[src/hwmsc_params.svh]
// constants for the hardware mode and strap configuration block
`ifndef HWMSC_PARAMS_SVH
`define HWMSC_PARAMS_SVH
// least hold of the block-start input, in encoder clocks
`define HWMSC_SYNC_MIN_CLKS 3
`define HWMSC_SYNC_CNT_W 2
// sub-frames per channel status block (192 frames, two sub-frames each)
`define HWMSC_SUBFRAMES_PER_BLOCK 384
`define HWMSC_SF_CNT_W 9
// output format resolution field values: 24-bit, 16-bit, direct
`define HWMSC_RES_24 2'h0
`define HWMSC_RES_16 2'h2
`define HWMSC_RES_DIRECT 2'h3
// start-up format straps
`define HWMSC_FMT_SEL_W 2
`endif

[src/hwmsc_pkg.sv]
// types for the hardware mode and strap configuration block
package hwmsc_pkg;
  typedef enum logic [2:0] {
    HWMSC_SOFTWARE,
    HWMSC_MODE1,
    HWMSC_MODE2,
    HWMSC_MODE3,
    HWMSC_MODE4,
    HWMSC_MODE5,
    HWMSC_MODE6
  } hwmsc_mode_e;

  typedef enum logic {
    HWMSC_CTRL_TWO_WIRE,
    HWMSC_CTRL_SERIAL
  } hwmsc_ctrl_e;

  typedef struct packed {
    logic       special;
    logic [1:0] resolution;
    logic       justify;
    logic       msb_delay;
    logic       bitclk_pol;
    logic       frame_pol;
  } hwmsc_fmt_s;
endpackage

[src/hwmsc_top.sv]
// start-up strap capture, mode decode and small pin control for the transceiver
`timescale 1ns/1ns
`default_nettype none
`include "hwmsc_params.svh"

// Contract
// - flag low only for 50/15 emphasis
// - emphasis strap sets slave address bit 2
// - sync output high first sub-frame only
// - sync input held three clocks restarts block
// - line outputs low during reset
// - chip-select falling edge selects serial mode
// - address pins or serial data input
// - data pin open-drain or serial output
// - user pin input by default, else output
// - select pin high gives hardware mode
// - equal flow selects plus source pick mode
// - unequal flow selects give transceive modes
// - straps pick master, format, sync direction
// - left and 24-bit i2s output fields
// - right justified only as master
// - 16-bit i2s and direct output fields
// - left and i2s input fields
// - right justified 24 and 16 input
// - frame clock toggles at output rate as master only
// - reset clears all state, low power; preemph_flag and ctrl_data_rx reset high instead
module hwmsc_top (
  // clock and reset
  input  wire logic                          clk,
  input  wire logic                          reset,
  // straps and mode pins
  input  wire logic                          hw_select,
  input  wire logic                          flow_select0,
  input  wire logic                          flow_select1,
  input  wire logic                          source_serial,
  input  wire logic                          strap_out_master,
  input  wire logic [`HWMSC_FMT_SEL_W-1:0]   strap_out_fmt,
  input  wire logic                          strap_out_direct,
  input  wire logic [`HWMSC_FMT_SEL_W-1:0]   strap_in_fmt,
  input  wire logic                          strap_sync_out,
  // received channel status emphasis
  input  wire logic                          rx_preemph_flag_5015,
  // pre-emphasis pin, strap at start-up then flag
  input  wire logic                          preemph_in,
  output logic                               preemph_flag,
  output logic                               preemph_oe,
  output logic                               slave_addr_bit2,
  // control port pins
  input  wire logic                          slave_addr_bit0,
  input  wire logic                          slave_addr_bit1,
  input  wire logic                          ctrl_read_data,
  input  wire logic                          sda_drive_low,
  input  wire logic                          sda_in,
  output logic                               ctrl_mode_serial,
  output logic                               ctrl_port_enable,
  output logic [1:0]                         addr_bits_low,
  output logic                               ctrl_serial_in,
  output logic                               ctrl_data_rx,
  output logic                               ctrl_serial_out,
  output logic                               ctrl_data_oe,
  // transmit sub-frame timing and block sync pin
  input  wire logic                          tx_subframe_start,
  input  wire logic                          sync_pin_in,
  output logic                               block_start_sync,
  output logic                               sync_oe,
  output logic                               tx_block_first,
  // line drivers
  input  wire logic                          tx_line_pos,
  input  wire logic                          tx_line_neg,
  output logic                               line_drive_pos,
  output logic                               line_drive_neg,
  // user-bit pin
  input  wire logic                          user_pin_direction,
  input  wire logic                          rx_user_bit,
  input  wire logic                          user_pin_in,
  output logic                               user_pin_out,
  output logic                               user_pin_oe,
  output logic                               tx_user_bit,
  // output serial frame clock
  input  wire logic                          out_sample_tick,
  output logic                               out_frame_clk,
  // decoded configuration
  output hwmsc_pkg::hwmsc_mode_e             hw_mode,
  output logic                               out_master,
  output hwmsc_pkg::hwmsc_fmt_s              out_fmt,
  output hwmsc_pkg::hwmsc_fmt_s              in_fmt
);

  function automatic hwmsc_pkg::hwmsc_mode_e decode_mode(input logic hs, input logic f1,
                                                         input logic f0, input logic src);
    decode_mode = hwmsc_pkg::HWMSC_SOFTWARE;
    if (hs) begin
      unique case ({f1, f0})
        2'h0: decode_mode = src ? hwmsc_pkg::HWMSC_MODE2 : hwmsc_pkg::HWMSC_MODE1;
        2'h1: decode_mode = hwmsc_pkg::HWMSC_MODE3;
        2'h2: decode_mode = hwmsc_pkg::HWMSC_MODE4;
        2'h3: decode_mode = src ? hwmsc_pkg::HWMSC_MODE6 : hwmsc_pkg::HWMSC_MODE5;
      endcase
    end
  endfunction

  function automatic hwmsc_pkg::hwmsc_fmt_s out_format(input logic [1:0] sel, input logic direct,
                                                       input logic master);
    out_format = '{1'b0, `HWMSC_RES_24, 1'b0, 1'b0, 1'b1, 1'b0};
    if (direct) begin
      out_format = '{1'b0, `HWMSC_RES_DIRECT, 1'b0, 1'b0, 1'b1, 1'b0};
    end else begin
      unique case (sel)
        2'h0: out_format = '{1'b0, `HWMSC_RES_24, 1'b0, 1'b0, 1'b1, 1'b0};
        2'h1: out_format = '{1'b0, `HWMSC_RES_24, 1'b0, 1'b1, 1'b0, 1'b1};
        2'h2: if (master) begin
          out_format = '{1'b0, `HWMSC_RES_24, 1'b1, 1'b0, 1'b0, 1'b0};
        end
        2'h3: out_format = '{1'b0, `HWMSC_RES_16, 1'b0, 1'b1, 1'b0, 1'b1};
      endcase
    end
  endfunction

  function automatic hwmsc_pkg::hwmsc_fmt_s in_format(input logic [1:0] sel);
    in_format = '{1'b0, `HWMSC_RES_24, 1'b0, 1'b0, 1'b1, 1'b0};
    unique case (sel)
      2'h0: in_format = '{1'b0, `HWMSC_RES_24, 1'b0, 1'b0, 1'b1, 1'b0};
      2'h1: in_format = '{1'b0, `HWMSC_RES_24, 1'b0, 1'b1, 1'b0, 1'b1};
      2'h2: in_format = '{1'b0, `HWMSC_RES_24, 1'b1, 1'b0, 1'b0, 1'b0};
      2'h3: in_format = '{1'b0, `HWMSC_RES_16, 1'b1, 1'b0, 1'b0, 1'b0};
    endcase
  endfunction

  logic                         captured_r;
  logic                         sync_is_out_r;
  logic                         cs_prev_r;
  logic                         serial_r;
  logic [`HWMSC_SYNC_CNT_W-1:0] sync_cnt_r;
  logic                         sync_req_r;
  logic [`HWMSC_SF_CNT_W-1:0]   sf_cnt_r;

  // strap capture, one cycle after release
  always_ff @(posedge clk or posedge reset) begin
    if (reset) begin
      captured_r      <= 1'b0;
      slave_addr_bit2 <= 1'b0;
      hw_mode         <= hwmsc_pkg::HWMSC_SOFTWARE;
      out_master      <= 1'b0;
      out_fmt         <= '0;
      in_fmt          <= '0;
      sync_is_out_r   <= 1'b0;
    end else if (!captured_r) begin
      captured_r      <= 1'b1;
      slave_addr_bit2 <= preemph_in;
      hw_mode         <= decode_mode(hw_select, flow_select1, flow_select0, source_serial);
      out_master      <= strap_out_master;
      out_fmt         <= out_format(strap_out_fmt, strap_out_direct, strap_out_master);
      in_fmt          <= in_format(strap_in_fmt);
      sync_is_out_r   <= strap_sync_out;
    end
  end

  // pre-emphasis flag, pin released during capture
  always_ff @(posedge clk or posedge reset) begin
    if (reset) begin
      preemph_flag <= 1'b1;
      preemph_oe   <= 1'b0;
    end else begin
      preemph_flag <= !rx_preemph_flag_5015;
      preemph_oe   <= captured_r;
    end
  end

  // control port select
  always_ff @(posedge clk or posedge reset) begin
    if (reset) begin
      // low after reset, so an address strap tied low is never taken for an edge
      cs_prev_r <= 1'b0;
      serial_r  <= 1'b0;
    end else begin
      cs_prev_r <= slave_addr_bit0;
      if (cs_prev_r && !slave_addr_bit0) begin
        serial_r <= 1'b1;
      end
    end
  end

  always_ff @(posedge clk or posedge reset) begin
    if (reset) begin
      ctrl_mode_serial <= 1'b0;
      ctrl_port_enable <= 1'b0;
      addr_bits_low    <= 2'h0;
      ctrl_serial_in   <= 1'b0;
      ctrl_data_rx     <= 1'b1;
      ctrl_serial_out  <= 1'b0;
      ctrl_data_oe     <= 1'b0;
    end else begin
      ctrl_mode_serial <= serial_r;
      ctrl_port_enable <= serial_r ? !slave_addr_bit0 : 1'b1;
      addr_bits_low    <= serial_r ? 2'h0 : {slave_addr_bit1, slave_addr_bit0};
      ctrl_serial_in   <= serial_r ? slave_addr_bit1 : 1'b0;
      ctrl_data_rx     <= serial_r ? 1'b1 : sda_in;
      ctrl_serial_out  <= serial_r ? ctrl_read_data : 1'b0;
      ctrl_data_oe     <= serial_r ? !slave_addr_bit0 : sda_drive_low;
    end
  end

  // block-start input hold counter
  always_ff @(posedge clk or posedge reset) begin
    if (reset) begin
      sync_cnt_r <= '0;
      sync_req_r <= 1'b0;
    end else begin
      if (sync_is_out_r || !sync_pin_in) begin
        sync_cnt_r <= '0;
      end else if (sync_cnt_r != `HWMSC_SYNC_CNT_W'(`HWMSC_SYNC_MIN_CLKS - 1)) begin
        sync_cnt_r <= sync_cnt_r + 1'b1;
      end else begin
        sync_req_r <= 1'b1;
      end
      if (tx_subframe_start && !(sync_cnt_r == `HWMSC_SYNC_CNT_W'(`HWMSC_SYNC_MIN_CLKS - 1)
                                 && sync_pin_in && !sync_is_out_r)) begin
        sync_req_r <= 1'b0;
      end
    end
  end

  // sub-frame position within channel status block
  always_ff @(posedge clk or posedge reset) begin
    if (reset) begin
      sf_cnt_r       <= '0;
      tx_block_first <= 1'b0;
    end else if (tx_subframe_start) begin
      if (sync_req_r || sf_cnt_r == `HWMSC_SF_CNT_W'(`HWMSC_SUBFRAMES_PER_BLOCK - 1)) begin
        sf_cnt_r       <= '0;
        tx_block_first <= 1'b1;
      end else begin
        sf_cnt_r       <= sf_cnt_r + 1'b1;
        tx_block_first <= 1'b0;
      end
    end
  end

  always_ff @(posedge clk or posedge reset) begin
    if (reset) begin
      block_start_sync <= 1'b0;
      sync_oe          <= 1'b0;
    end else begin
      block_start_sync <= sync_is_out_r && tx_block_first;
      sync_oe          <= sync_is_out_r;
    end
  end

  // line drivers held low under reset
  always_ff @(posedge clk or posedge reset) begin
    if (reset) begin
      line_drive_pos <= 1'b0;
      line_drive_neg <= 1'b0;
    end else begin
      line_drive_pos <= tx_line_pos;
      line_drive_neg <= tx_line_neg;
    end
  end

  // user-bit pin
  always_ff @(posedge clk or posedge reset) begin
    if (reset) begin
      user_pin_oe  <= 1'b0;
      user_pin_out <= 1'b0;
      tx_user_bit  <= 1'b0;
    end else begin
      user_pin_oe  <= user_pin_direction;
      user_pin_out <= user_pin_direction ? rx_user_bit : 1'b0;
      tx_user_bit  <= user_pin_direction ? 1'b0 : user_pin_in;
    end
  end

  // frame clock
  always_ff @(posedge clk or posedge reset) begin
    if (reset) begin
      out_frame_clk <= 1'b0;
    end else if (out_sample_tick && out_master) begin
      out_frame_clk <= !out_frame_clk;
    end
  end
endmodule
`default_nettype wire

[config.mk]
export PLATFORM = sky130hd
export DESIGN_NAME = hwmsc_top
export DESIGN_NICKNAME = d
export VERILOG_FILES = /design/src/hwmsc_pkg.sv /design/src/hwmsc_top.sv
export VERILOG_INCLUDE_DIRS = /design/src
export SDC_FILE = /design/constraint.sdc
export NUM_CORES = 1
export LEC_CHECK = 0
export BUFFER_PORTS_ARGS = -buffer_cell sky130_fd_sc_hd__buf_4
export CAP_MARGIN = 5
export CORE_ASPECT_RATIO = 1.25
export CORE_MARGIN = 5
export CORE_UTILIZATION = 30
export DETAILED_ROUTE_END_ITERATION = 8
export GPL_TIMING_DRIVEN = 0
export HOLD_SLACK_MARGIN = 0.02
export PLACE_DENSITY = 0.52
export SETUP_SLACK_MARGIN = 0.1
export SLEW_MARGIN = 20
export SYNTH_ARGS = -nofsm -noshare
export SYNTH_HDL_FRONTEND = slang
export SYNTH_SLANG_ARGS = --single-unit
[constraint.sdc]
create_clock -name clk -period 2.3 [get_ports clk]
set_clock_uncertainty 0.15 [all_clocks]
set_input_delay 0.46 -clock clk [delete_from_list [all_inputs] [get_ports clk]]
set_output_delay 0.46 -clock clk [all_outputs]
set_load 0.02 [all_outputs]
==> results.md, run 1 <==
Worst setup path:
- The worst path buffer plus inverter count is 0.
- The critical path goes through ha_1 > nand4_1 > o32ai_2 > nor2_1.
- The peak fanout along the critical path is 7.
- The largest single stage delay on the critical path is between 0.6 and 0.7 ns.
- The worst reg-to-reg setup slack is 0.43 ns.
- The critical path data arrival time is 1.87 ns.
- The category of the most critical setup path is flip-flop to flip-flop.
- Broken down by cell family, the worst path's largest delay share belongs to compound AO/OA/AOI/OAI gates.
- The element type at the critical path start is a flip-flop.
- The endpoint required time on the critical path is 2.30 ns.
- STA classifies the critical path endpoint as a flip-flop.
- The critical-path cell with the highest stage delay is o32ai_2.

Global route:
- The total routing resource utilization after global routing is 10.0%.
- The number of antenna violations at the first check in global routing is 0.
- The via count of the first global-routing pass came to 1359.
- The final global-route overflow total is 0.
- Entering global routing, the biggest net connects 33 pins.
- The first-pass GRT wire length is 6310 µm.

Place:
- The routability congestion estimate is roughly 0.75.
- Summed over all nets, the half-perimeter wirelength after detailed placement is a little under 3000 µm.
- Once placement completed, the tool counted placed cells totaling 315.
- Buffers placed on the I/O ports in this run total 62.
- Before CTS, the worst setup slack after placement is ~0.44 ns.

Clock tree:
- The count of instances resized after the clock tree is built is 0.
- In this run the post-CTS setup repair buffer count came out at 0.
- The worst-case clock buffer depth is 2.
- The clock transition at the registers of the reported paths is around 0.080 ns.
- The clock buffer count from CTS is 5.
- The number of levels in the clock H-tree is 2.
- The clock latency reported for the late side of the worst-skew pair is 0.29 ns.
- The number of sinks on the clock net is 49.
- The root cell of the clock tree is clkbuf_8.
- TritonCTS built the clock tree.
- The number of hold-repair buffers added at the cts stage is 0.

Floorplan:
- The die extent in y is roughly 100 µm.
- The die area is 8170 µm².
- 66 I/O pins were placed.
- The core box area is ~6200 µm².
- In this run the horizontal extent of the chip is 81.8 µm.
- The starting utilization of the core area is 31.0%.
- Row generation in the floorplan step produced 32 rows.

Synth:
- The xor and xnor fraction of the mapped netlist area is under 10%.
- By area the synthesized netlist is led by dfrtp_1 61%, mux2_2 3.5%, nand2_1 3.1%.
- The synthesized design devotes to its leading area cell type 60.8% of total area.
- The adder-cell area share of the yosys netlist is around 2.3%.
- The most used flip-flop cell after synthesis is dfrtp_1.
- The total number of yosys warnings is 0.
- The number of synthesized register bits is 49.
- The most instantiated library cell after synthesis is dfrtp_1.
- Summing the areas of all compound-gate instances in the mapped netlist gives 8.79% of the synthesized area.
- The share of the yosys chip area belonging to registers is 63.5%.
- The synthesized design spends more area on one cell type than any other, namely dfrtp_1.
- In the synthesized netlist, the cells that appear most often are 47 x dfrtp_1, 16 x nand2_1, 11 x o21ai_0.
- The synthesized design contains 0 enable-type register cells.
- The post-synthesis cell count is 165.
- The fraction of synthesis flops using an asynchronous set or reset pin is 100%.
- In this run the mean area of a mapped cell was 11.7 µm².
- By area, the combinational part of the netlist is dominated by simple AND/OR/NAND/NOR gates.
- The distinct cell type count after synthesis is 38.
- The area share of and/or/nand/nor cells after synthesis is 14.3%.
- The total standard cell area after synthesis is 1940 µm².
- The portion of netlist area occupied by mux cells is 4.01%.

Routing:
- Before antenna repair, the detailed router went through 4 iterations.
- The detailed router placed 1385 vias in this run.
- After detailed routing, the number of vias per cell comes to 4.30.
- The total detailed-routing wirelength is around 4000 µm.
- The number of DRC violations after detailed routing is 0.
- The per-cell routed wire length is 12.1 µm.
- The detail route stage leaves a number of antenna-violating nets equal to 0.
- After the first detailed-routing iteration, the DRC count stood at 49.

Power and ir drop:
- The leakage component of the power is around 1.3 nW.
- The analysis attributes to net switching a power of 0.538 mW.
- The switching part of the total is 27.2%.
- The clock power share is 29.2%.
- Of the total power, combinational logic draws 18.6%.
- Sequential cells burn 52.2% of the power.
- The worst voltage drop across the vdd grid is 357 µV.
- The cell-internal power is 1.44 mW.
- For this design the ratio of total power to cell area is 749 nW/µm².

Timing:
- The fmax is 535 MHz.
- Measured against its own limit, the worst slew margin works out to 53.1%.
- Of the available clock period, the critical path in the final layout requires 81.3%.
- The final hold slack is 0.119 ns.
- Setup repair after global routing left no endpoint under its margin.
- The number of pins exceeding their max-slew limit in the final report is 0.
- For the pin with the worst max-slew slack, the measured transition is 0.703 ns.
- The minimum setup slack in the final design is 0.431 ns.
- The clock period could shrink to 1.87 ns.
- The count of final setup violators is 0.
- The final count of hold timing violations is 0.

Finish:
- Cells with a size suffix above 1 make up 38.4% of the layout.
- The area growth from synthesis to layout is 36.7%.
- For this run, the number of standard cells in the final layout without fillers is 322.
- Cells fill ~42% of the core in the end.
- 0 antenna diodes ended up in the layout.
- The net count of the finished layout is 267.

Run:
- The number of max-cap violations is 0.

Hold path:
- The type of the most critical hold path is input pin to flip-flop.

Status:
- The flow ran to the end, and the final reports show no timing, DRC or antenna violations.
-- routing by layer --
layer  vias to the layer above  track usage, %  part of all wire, %
met2                        37            17.1                   51
met1                       655            11.7                   42
li1                        687               -                    -
met4                         0            3.84                  1.6
met5                         -               0                    0
met3                         6            2.96                  5.5
-- cells in the final DEF, fill, tap and decap left out, types with 3 or more instances in the layout --
| cell | n |
|---|---|
| nor3_1 | 3 |
| nand2_1 | 16 |
| inv_1 | 9 |
| buf_4 | 68 |
| xor2_1 | 3 |
| and2_1 | 4 |
| nor2b_1 | 3 |
| nor2_1 | 8 |
| a21oi_1 | 7 |
| nand3_1 | 3 |
| nand2b_1 | 4 |
| o21ai_0 | 11 |
| dfrtp_1 | 47 |
| nand4_1 | 3 |
| clkbuf_8 | 5 |
| mux2_2 | 6 |
| conb_1 | 4 |
-- power groups by stage --
stage | Combinational, mW | Sequential, mW | Clock [mW]
2_1_floorplan | 0.164 | 1.09 | 0
3_3_place_gp | 0.362 | 1.05 | 0
3_5_place_dp | 0.377 | 1.05 | 0
4_1_cts | 0.377 | 1.03 | 0.609
5_1_grt | 0.410 | 1.05 | 0.638
6_report | 0.369 | 1.04 | 0.578
-- cell families after synthesis --
kind of cell,Yosys count
muxes,7
other,2
xor gates and xnor gates,4
AOI/OAI and AO/OA,27
and+or+nand+nor,53
DFF,49
buffers and inverters,19
adders and majority gates,4
-- final cells by class --
type | instances | area (µm²)
Fill cell | 653 | 3600
Clock buffer | 5 | 68.8
Multi-Input combinational cell | 99 | 619
Buffer | 9 | 57.6
Timing Repair Buffer | 63 | 493
Sequential cell | 49 | 1230
Inverter | 10 | 37.5
Clock inverter | 2 | 35.0
Tap cell | 85 | 106
-- through the flow --
stage                     TNS, ns  cell area [µm²]  total power, mW
final                           0             2650             1.98
after global routing            0             2650             2.10
after CTS                       0             2650             2.02
after detailed placement        0             2540             1.43
after global placement      -8.87             2510             1.41
after floorplan                 0             1940             1.25
-- worst reg2reg max path: cells and delay by family, from the launching register on --
family	cells	cell delay [ns]
adder cells (fa/ha/maj)	1	0.25
AO/OA/AOI/OAI	1	0.61
flip-flops	1	0.40
AND/OR/NAND/NOR	2	0.32
-- state kept, by name (all words and copies together) (netlist names), 2 cells and up --
name	count
in_fmt	4
hw_mode	3
addr_bits_low	2
out_fmt	5
sync_cnt_r	2
sf_cnt_r	9
-- final timing paths --
check	start	to	cells past startpoint
max in group asynchronous	reset	sf_cnt_r[4]$_DFFE_PP0P_	3
max	sf_cnt_r[0]$_DFFE_PP0P_	sf_cnt_r[4]$_DFFE_PP0P_	4
min reg2reg	captured_r$_DFF_PP0_	preemph_oe$_DFF_PP0_	0
min in group asynchronous	reset	ctrl_serial_out$_DFF_PP0_	2
min	rx_preemph_flag_5015	preemph_flag$_DFF_PP1_	2
max reg2reg	sf_cnt_r[0]$_DFFE_PP0P_	sf_cnt_r[4]$_DFFE_PP0P_	4
(Power assumes the default switching activity.)
==> inputs of run 2 (changes only) <==
--- a/config.mk
+++ b/config.mk
@@ -6,6 +6,7 @@
 export SDC_FILE = /design/constraint.sdc
 export NUM_CORES = 1
 export LEC_CHECK = 0
+export ABC_AREA = 1
 export BUFFER_PORTS_ARGS = -buffer_cell sky130_fd_sc_hd__buf_4
 export CAP_MARGIN = 5
 export CORE_ASPECT_RATIO = 1.25
@@ -14,7 +15,7 @@
 export DETAILED_ROUTE_END_ITERATION = 8
 export GPL_TIMING_DRIVEN = 0
 export HOLD_SLACK_MARGIN = 0.02
-export PLACE_DENSITY = 0.52
+export PLACE_DENSITY = 0.54
 export SETUP_SLACK_MARGIN = 0.1
 export SLEW_MARGIN = 20
 export SYNTH_ARGS = -nofsm -noshare
==> constraint.sdc (replaced) <==
create_clock -name clk -period 1.6 [get_ports clk]
set_clock_uncertainty 0.15 [all_clocks]
set_input_delay 0.32 -clock clk [delete_from_list [all_inputs] [get_ports clk]]
set_output_delay 0.32 -clock clk [all_outputs]
set_load 0.02 [all_outputs]
==> run 2 against run 1 <==
  * Register-to-register slack got worse by 0.25 ns
  * Synthesized cell count rose by 18%
  * Core utilization rose by 0.73 points
  * Flip-flop and latch count did not move
  * Critical path depth fell by 2
  * Global-route usage rose by 0.93 points
  * First-iteration DRC count fell by 24%
  * Count of clock-buffer cells in the layout rose by 2
  * Wire length rose by 7.1%
  * Die area rose by 1.6%
  * Final cell count rose by 13%
  * Critical endpoint is now out_fmt[2]
==> results.md, run 2 <==
Synth:
- Of the synthesized area, sequential elements account for 62.4%.
- Yosys attributes the largest share of cell area to dfrtp_1 60%, nand2_1 7.6%, nor2_1 4.8%.
- Each instance of the synthesized netlist takes up on average 10.1 µm².
- dfrtp_1 takes more of the synthesized area than any other cell.
- Counting flops with a built-in enable in the synthesized netlist gives 0.
- The share of the synthesized area in the top cell type is 59.7%.
- Among all cell types in the netlist, the one instantiated most often is dfrtp_1.
- The synthesized netlist contains 28 unique library cells.
- The fraction of synthesis flops using an asynchronous set or reset pin is 100%.
- Sorting the synthesized cells by how often they occur yields 47 x dfrtp_1, 40 x nand2_1, 25 x nor2_1.
- The number of synthesized register bits is 49.
- The total standard cell area after synthesis is approximately 2000 µm².
- Synthesis produced 195 cells.
- The total number of yosys warnings is 0.
- The top flip-flop cell by instance count after synthesis is dfrtp_1.

Run:
- The tool flagged a number of max-cap violations equal to 0.

Place:
- Summing all placed instances gives a cell area of 2550 µm².
- The routability congestion estimate is approximately 0.75.
- Counting tap cells, the placed design contains a total of 345 instances.
- Once detailed placement completed, the half-perimeter wirelength came to 3010 µm.
- During placement, the flow inserted port buffers numbering 61.
- The minimum setup slack after placement is 0.0974 ns.

Routing:
- For this block, the via count after detailed routing is approximately 1500.
- After detailed routing, the average wire length per cell comes to 11.4 µm.
- The initial detailed-routing violation count is 37.
- After detailed routing, the total wire length is 4170 µm.
- After detailed routing, the number of vias per cell comes to 4.10.
- The total length of routed met3 wires is ~350 µm.
- The first TritonRoute pass finished after 4 iterations.
- In the routed design, unresolved DRC markers number 0.
- The sum of met2 wire segment lengths after detailed routing is 2090 µm.
- The met1 wire length is around 1700 µm.
- The number of antenna-violating nets in the routed design is 0.
- The uppermost metal layer occupied by signal nets is met4.

Status:
- The flow ran to the end, and the final reports show no timing, DRC or antenna violations.

Hold path:
- For hold timing, the worst endpoint is ctrl_data_rx$_DFF_PP1_.
- The worst hold path begins at sda_in.
- The number of instances on the worst hold path is 2.
- The type of the most critical hold path is input pin to flip-flop.

Worst setup path:
- The category of the most critical setup path is flip-flop to output port.
- Data on the critical path arrives at its endpoint at between 0.9 and 1 ns.
- The origin of the critical flop-to-flop path is sf_cnt_r[0]$_DFFE_PP0P_.
- The reg-to-reg critical path endpoint is sf_cnt_r[3]$_DFFE_PP0P_.
- The element type at the critical path start is a flip-flop.
- For the worst setup path, the data required time is 1.13 ns.
- The peak fanout along the critical path is 3.
- The cell count of the worst reg-to-reg path is 8.
- In this run the register-to-register setup slack is 0.18 ns.
- The worst setup path is captured at an output port.

Finish:
- In the final layout, the registers with the most flip-flops are sf_cnt_r: 9 flops, out_fmt: 5 flops, in_fmt: 4 flops.
- The utilization of the core after routing is 43.1%.
- Counting flops per register, the top entry is sf_cnt_r.
- The area of all placed cells without fillers is 2790 µm².
- The final layout contains 307 nets.
- The top cell types in the final layout, fill and taps aside, are 69 x buf_4, 47 x dfrtp_1, 39 x nand2_1.
- The layout has 654 filler cells.
- The area growth from synthesis to layout is 41.9%.
- The number of cells in the finished layout apart from fillers is around 370.
- The number of flip-flops in the largest register is 9.
- Cells with a size suffix above 1 make up 36.0% of the layout.
- 0 antenna diodes ended up in the layout.
- The library cell used most frequently in the layout, excluding fill and tap cells, is buf_4.

Floorplan:
- The initial utilization of the core area, before any placement, comes to 30.4%.
- The die covers 8300 µm².
- 66 I/O pins were placed.
- The die boundary width is slightly above 80 µm.
- The die extent in y is 101 µm.
- The standard-cell row count is 33.
- The core box area is 6480 µm².

Power and ir drop:
- The design draws 3.13 mW.
- The worst voltage drop across the vdd grid is 553 µV.
- Power spread over the standard cell area amounts to 1120 nW/µm².
- The leakage component of the power is about 1.5 nW.

Timing:
- The minimum setup slack in the final design is 0.153 ns.
- Setup repair after global routing could not meet its margin everywhere.
- The portion of the clock cycle consumed by the worst path in the final layout is 90.4%.
- Static timing analysis puts the maximum clock frequency at 691 MHz.
- The final count of hold timing violations is 0.
- The final hold slack is 0.0574 ns.
- The clock period could shrink to around 1.4 ns.
- The count of final setup violators is 0.
- After routing, the total negative slack on setup checks comes to 0 ns.
- The number of pins exceeding their max-slew limit in the final report is 0.

Global route:
- The pin count of the biggest net entering global routing is 50.
- The number of antenna violations at the first check in global routing is 0.
- In the global route stage, overall resource usage came out at 10.9%.
- The via count of the first global-routing pass came to roughly 1600.
- The final global-route overflow total is 0.
- The first global-routing pass estimated 6990 µm of wire.

Clock tree:
- TritonCTS built the clock tree.
- In this run the deepest clock path goes through 2 buffers.
- Clock-pin slew was measured on the worst setup and hold paths at 0.09 ns.
- Buffers inserted during clock tree synthesis total 5.
- The number of levels in the clock H-tree is 2.
- CTS saw 49 sinks.
- The later pin in the worst-skew pair is clocked with a latency of about 0.30 ns.
- The root cell of the clock tree is clkbuf_8.
run 2: kinds of logic (layout without fill, tap and decap cells):
family                   after synthesis  count (layout)  share of synthesized area [%]
AO/OA/AOI/OAI                         18              18                           6.04
XOR/XNOR                               6               6                           2.67
adder cells (fa/ha/maj)                2               2                           1.27
buffers and inverters                 34             115                           8.13
flip-flops                            49              49                           62.4
other                                  2               4                          0.381
AND/OR/NAND/NOR                       84              84                           19.1
run 2: layout make-up:
class	count	area (µm²)	share of cell area, %
Buffer	10	72.6	2.60
Clock buffer	7	86.3	3.09
Clock inverter	1	7.51	0.269
Inverter	24	96.3	3.45
Multi-Input combinational cell	114	611	21.9
Sequential cell	49	1230	44.0
Tap cell	87	109	3.90
Timing Repair Buffer	73	583	20.9
run 2: power breakdown:
part / total (mW) / internal [mW] / switching, mW
combinational: 0.805 / 0.386 / 0.419
clock: 0.753 / 0.352 / 0.402
sequential: 1.57 / 1.43 / 0.142
run 2: worst max path at each step:
stage	start	endpoint	slack, ns	cells after the start
floorplan	sf_cnt_r[1]$_DFFE_PP0P_	sf_cnt_r[5]$_DFFE_PP0P_	0.24	8
global placement	sf_cnt_r[1]$_DFFE_PP0P_	sf_cnt_r[5]$_DFFE_PP0P_	0.10	8
detailed placement	sf_cnt_r[1]$_DFFE_PP0P_	sf_cnt_r[5]$_DFFE_PP0P_	0.1	8
CTS	in_fmt[2]$_DFFE_PP0N_	in_fmt[2]	0.11	2
global route	sf_cnt_r[0]$_DFFE_PP0P_	sf_cnt_r[5]$_DFFE_PP0P_	0.08	8
finish	out_fmt[2]$_DFFE_PP0N_	out_fmt[2]	0.15	2
run 2: critical path, cell delays in order, from the launching register on:
cell	delay (ns)
dfrtp_1	0.40
buf_4	0.13
buf_4	0.14
run 2: timing repair:
item / 4_1_cts / 5_1_grt
endpoints found under the setup margin: 5 / 10
resized for setup: 0 / 10
pin swaps: 0 / 5
hold buffers: 5 / 1
hold endpoints to repair: 6 / 14
buffers inserted: 1 / 4
run 2: per-layer routing:
metal	vias up	GRT usage, %
met4	0	3.84
met2	43	18.4
met5	-	0
li1	750	-
met1	696	12.0
met3	6	4.92
==> inputs of run 3 (changes only) <==
--- a/config.mk
+++ b/config.mk
@@ -7,7 +7,7 @@
 export NUM_CORES = 1
 export LEC_CHECK = 0
 export ABC_AREA = 1
-export BUFFER_PORTS_ARGS = -buffer_cell sky130_fd_sc_hd__buf_4
+export BUFFER_PORTS_ARGS = -buffer_cell sky130_fd_sc_hd__buf_2
 export CAP_MARGIN = 5
 export CORE_ASPECT_RATIO = 1.25
 export CORE_MARGIN = 5
==> run 3 against run 2 <==
  * Wire length is 0.29% lower
  * Critical path type is now flip-flop to flip-flop
  * Core utilization is 2.5 points lower
  * Non-clock buffer count stayed put
  * Worst setup slack worse by 0.0099 ns
  * Fmax is 0.68% lower
  * Clock power is 3% lower
  * Largest cell class unchanged
  * Sequential power hardly changed
  * Count of clock-buffer cells in the layout is 1 lower
  * Hold slack hardly changed
==> results.md, run 3 (synthesis gave the netlist of run 2 again) <==
Global route:
- The via count of the first global-routing pass was 1513.
- The number of antenna violations at the first check in global routing is 0.
- The final global-route overflow total is 0.
- The total routing resource utilization after global routing is roughly 11%.
- The first global-routing pass estimated roughly 7000 µm of wire.
- The pin count of the biggest net entering global routing is 50.

Power and ir drop:
- In this run the power spent charging and discharging nets is 0.946 mW.
- Summed over all cells, the static leakage comes to approximately 1.4 nW.
- Net switching is 31.2% of the power.
- Of the total power, registers draw 51.7%.
- The cell-internal power is 2.08 mW.
- The clock power share is 24.2%.
- Power spread over the standard cell area amounts to 1150 nW/µm².
- Combinational logic is responsible for 24.1% of the overall power.
- Across the VDD grid, the largest voltage drop is 480 µV.

Clock tree:
- TritonCTS built the clock tree.
- Clock-pin slew was measured on the worst setup and hold paths at 0.09 ns.
- The tree is rooted in a clkbuf_8.
- The worst-case clock buffer depth is 2.
- The clock tree synthesis step divided the H-tree into 2 levels.
- The clock buffer count from CTS is 5.
- The clock reaches the later pin of the worst-skew pair after 0.29 ns.
- For this design, the sink count on the clock tree is just under 50.

Finish:
- The multi-input combinational cells in the finished layout cover a total of 601 µm².
- In the final layout, the share of cells above drive strength 1 is roughly 36%.
- In the layout the commonest cells are 60 x buf_2, 47 x dfrtp_1, 40 x nand2_1.
- The area of all placed cells without fillers is 2630 µm².
- The number of flip-flops in the largest register is 9.
- The most frequent standard cell in the layout excluding fill and tap cells is buf_2.
- The final layout net count is 307.
- Across the whole layout, storage elements account for 1230 µm².
- The register with the most flip-flops in the final layout is sf_cnt_r.
- The filler cell count in the final layout is 680.
- The largest registers in the layout are sf_cnt_r: 9 flops, out_fmt: 5 flops, in_fmt: 4 flops.
- From synthesis to final layout, the design area changed by 33.5%.
- 0 antenna diodes ended up in the layout.

Floorplan:
- The initial utilization of the core area, before any placement, comes to 30.4%.
- The floorplan has 33 rows.
- The die covers between 8000 and 9000 µm².
- The die boundary width is between 80 and 90 µm.
- The core box area is 6480 µm².
- The die extent in y is ~100 µm.
- In this run the count of I/O pins placed on the die edge is 66.

Timing:
- For the pin with the worst max-slew slack, the measured transition is 0.544 ns.
- The portion of the clock cycle consumed by the worst path in the final layout is 91.0%.
- The count of final setup violators is 0.
- The setup TNS is 0 ns.
- The final hold slack is 0.0571 ns.
- In this run the tightest slew margin relative to its limit is 63.7%.
- The final count of hold timing violations is 0.
- Setup repair after global routing could not meet its margin everywhere.
- The shortest period the worst path allows is 1.46 ns.
- Static timing analysis puts the maximum clock frequency at 686 MHz.
- The number of pins exceeding their max-slew limit in the final report is 0.

Routing:
- In the detailed route, the total length drawn on met3 is 311 µm.
- The first detailed-routing pass ran for 4 iterations.
- The number of antenna-violating nets in the routed design is 0.
- The routed design uses 2080 µm of met2 wire.
- Routed signal wires occupy layers up through met4.
- The via density per instance is 4.08.
- Across all layers, the routed design uses 1484 vias.
- The number of DRC violations after detailed routing is 0.
- For this block, wires on met1 add up to about 1700 µm.
- The initial detailed-routing violation count is 36.
- Dividing the detail-routed wire length by the instance count gives between 10 and 15 µm.
- The total detailed-routing wirelength is 4160 µm.

Place:
- The instance area after placement is about 2400 µm².
- The congestion estimate from routability-driven global placement came to 0.742.
- Port buffering added 61 buffers.
- The HPWL after detailed placement is 2960 µm.

Worst setup path:
- The category of the worst setup path capture point is a flip-flop.
- The element type at the critical path start is a flip-flop.
- At the worst endpoint, the arrival time is 1.50 ns.
- The critical path in this run is classified as flip-flop to flip-flop.
- For the worst setup path, the data required time is 1.64 ns.
- In this run the worst path has a maximum fanout of 5.

Run:
- The tool flagged a number of max-cap violations equal to 0.

Hold path:
- The type of the most critical hold path is input pin to flip-flop.

Status:
- The run finished with clean final reports.
## run 3: routing by layer
metal,vias up,GRT usage [%]
met1,692,12.9
met5,-,0
met3,4,4.11
li1,747,-
met2,41,18.1
met4,0,3.84
## run 3: critical path, cell delays in order, from the launching register on
cell	delay [ns]
dfrtp_1	0.38
ha_2	0.20
nand3_2	0.09
nor2_4	0.17
nand2_1	0.08
nand2_2	0.09
nand2_4	0.08
inv_4	0.08
nor2_1	0.04
## run 3: worst paths after layout
kind	slack [ns]	cells past startpoint	end	start
setup / recovery	0.14	8	sf_cnt_r[5]$_DFFE_PP0P_	sf_cnt_r[0]$_DFFE_PP0P_
hold / removal	0.06	2	ctrl_data_rx$_DFF_PP1_	sda_in
setup reg to reg	0.14	8	sf_cnt_r[5]$_DFFE_PP0P_	sf_cnt_r[0]$_DFFE_PP0P_
hold reg to reg	0.23	0	ctrl_mode_serial$_DFF_PP0_	serial_r$_DFFE_PP0P_
max in group asynchronous	0.27	4	ctrl_data_rx$_DFF_PP1_	reset
min in group asynchronous	0.46	3	line_drive_pos$_DFF_PP0_	reset
## run 3: repair_timing
action,in CTS,in global routing
endpoints found under the hold margin,5,23
buffers inserted,1,4
hold buffers,5,1
cloned,0,0
setup endpoints to repair,5,10
gates resized for setup,0,10
pin swaps,0,2
## run 3: power groups by stage
stage          sequential, mW  combinational (mW)  clock, mW
6_report                 1.56               0.730      0.733
5_1_grt                  1.59               0.823      0.836
4_1_cts                  1.57               0.693      0.783
3_5_place_dp             1.60               0.651          0
3_3_place_gp             1.59               0.640          0
2_1_floorplan            1.68               0.355          0
## run 3: final cells by class
| cell class | instances | area share (%) |
|---|---|---|
| clock buffers | 6 | 3.14 |
| well taps | 87 | 4.14 |
| clock inverters | 1 | 0.286 |
| flip-flops and latches | 49 | 46.7 |
| inverters | 24 | 3.66 |
| repair buffers | 73 | 16.6 |
| multi-input cells | 114 | 22.8 |
| plain buffers | 10 | 2.62 |
## run 3: stage by stage
| step | power (mW) | instances | util, % | setup slack, ns |
|---|---|---|---|---|
| floorplan | 2.04 | 197 | - | 0.238 |
| global placement | 2.23 | 345 | 36.9 | 0.0960 |
| detailed placement | 2.25 | 345 | 36.9 | 0.108 |
| CTS | 3.04 | 358 | 39.2 | 0.108 |
| global route | 3.25 | 364 | 40.6 | 0.0236 |
| finish | 3.03 | 364 | 40.6 | 0.143 |
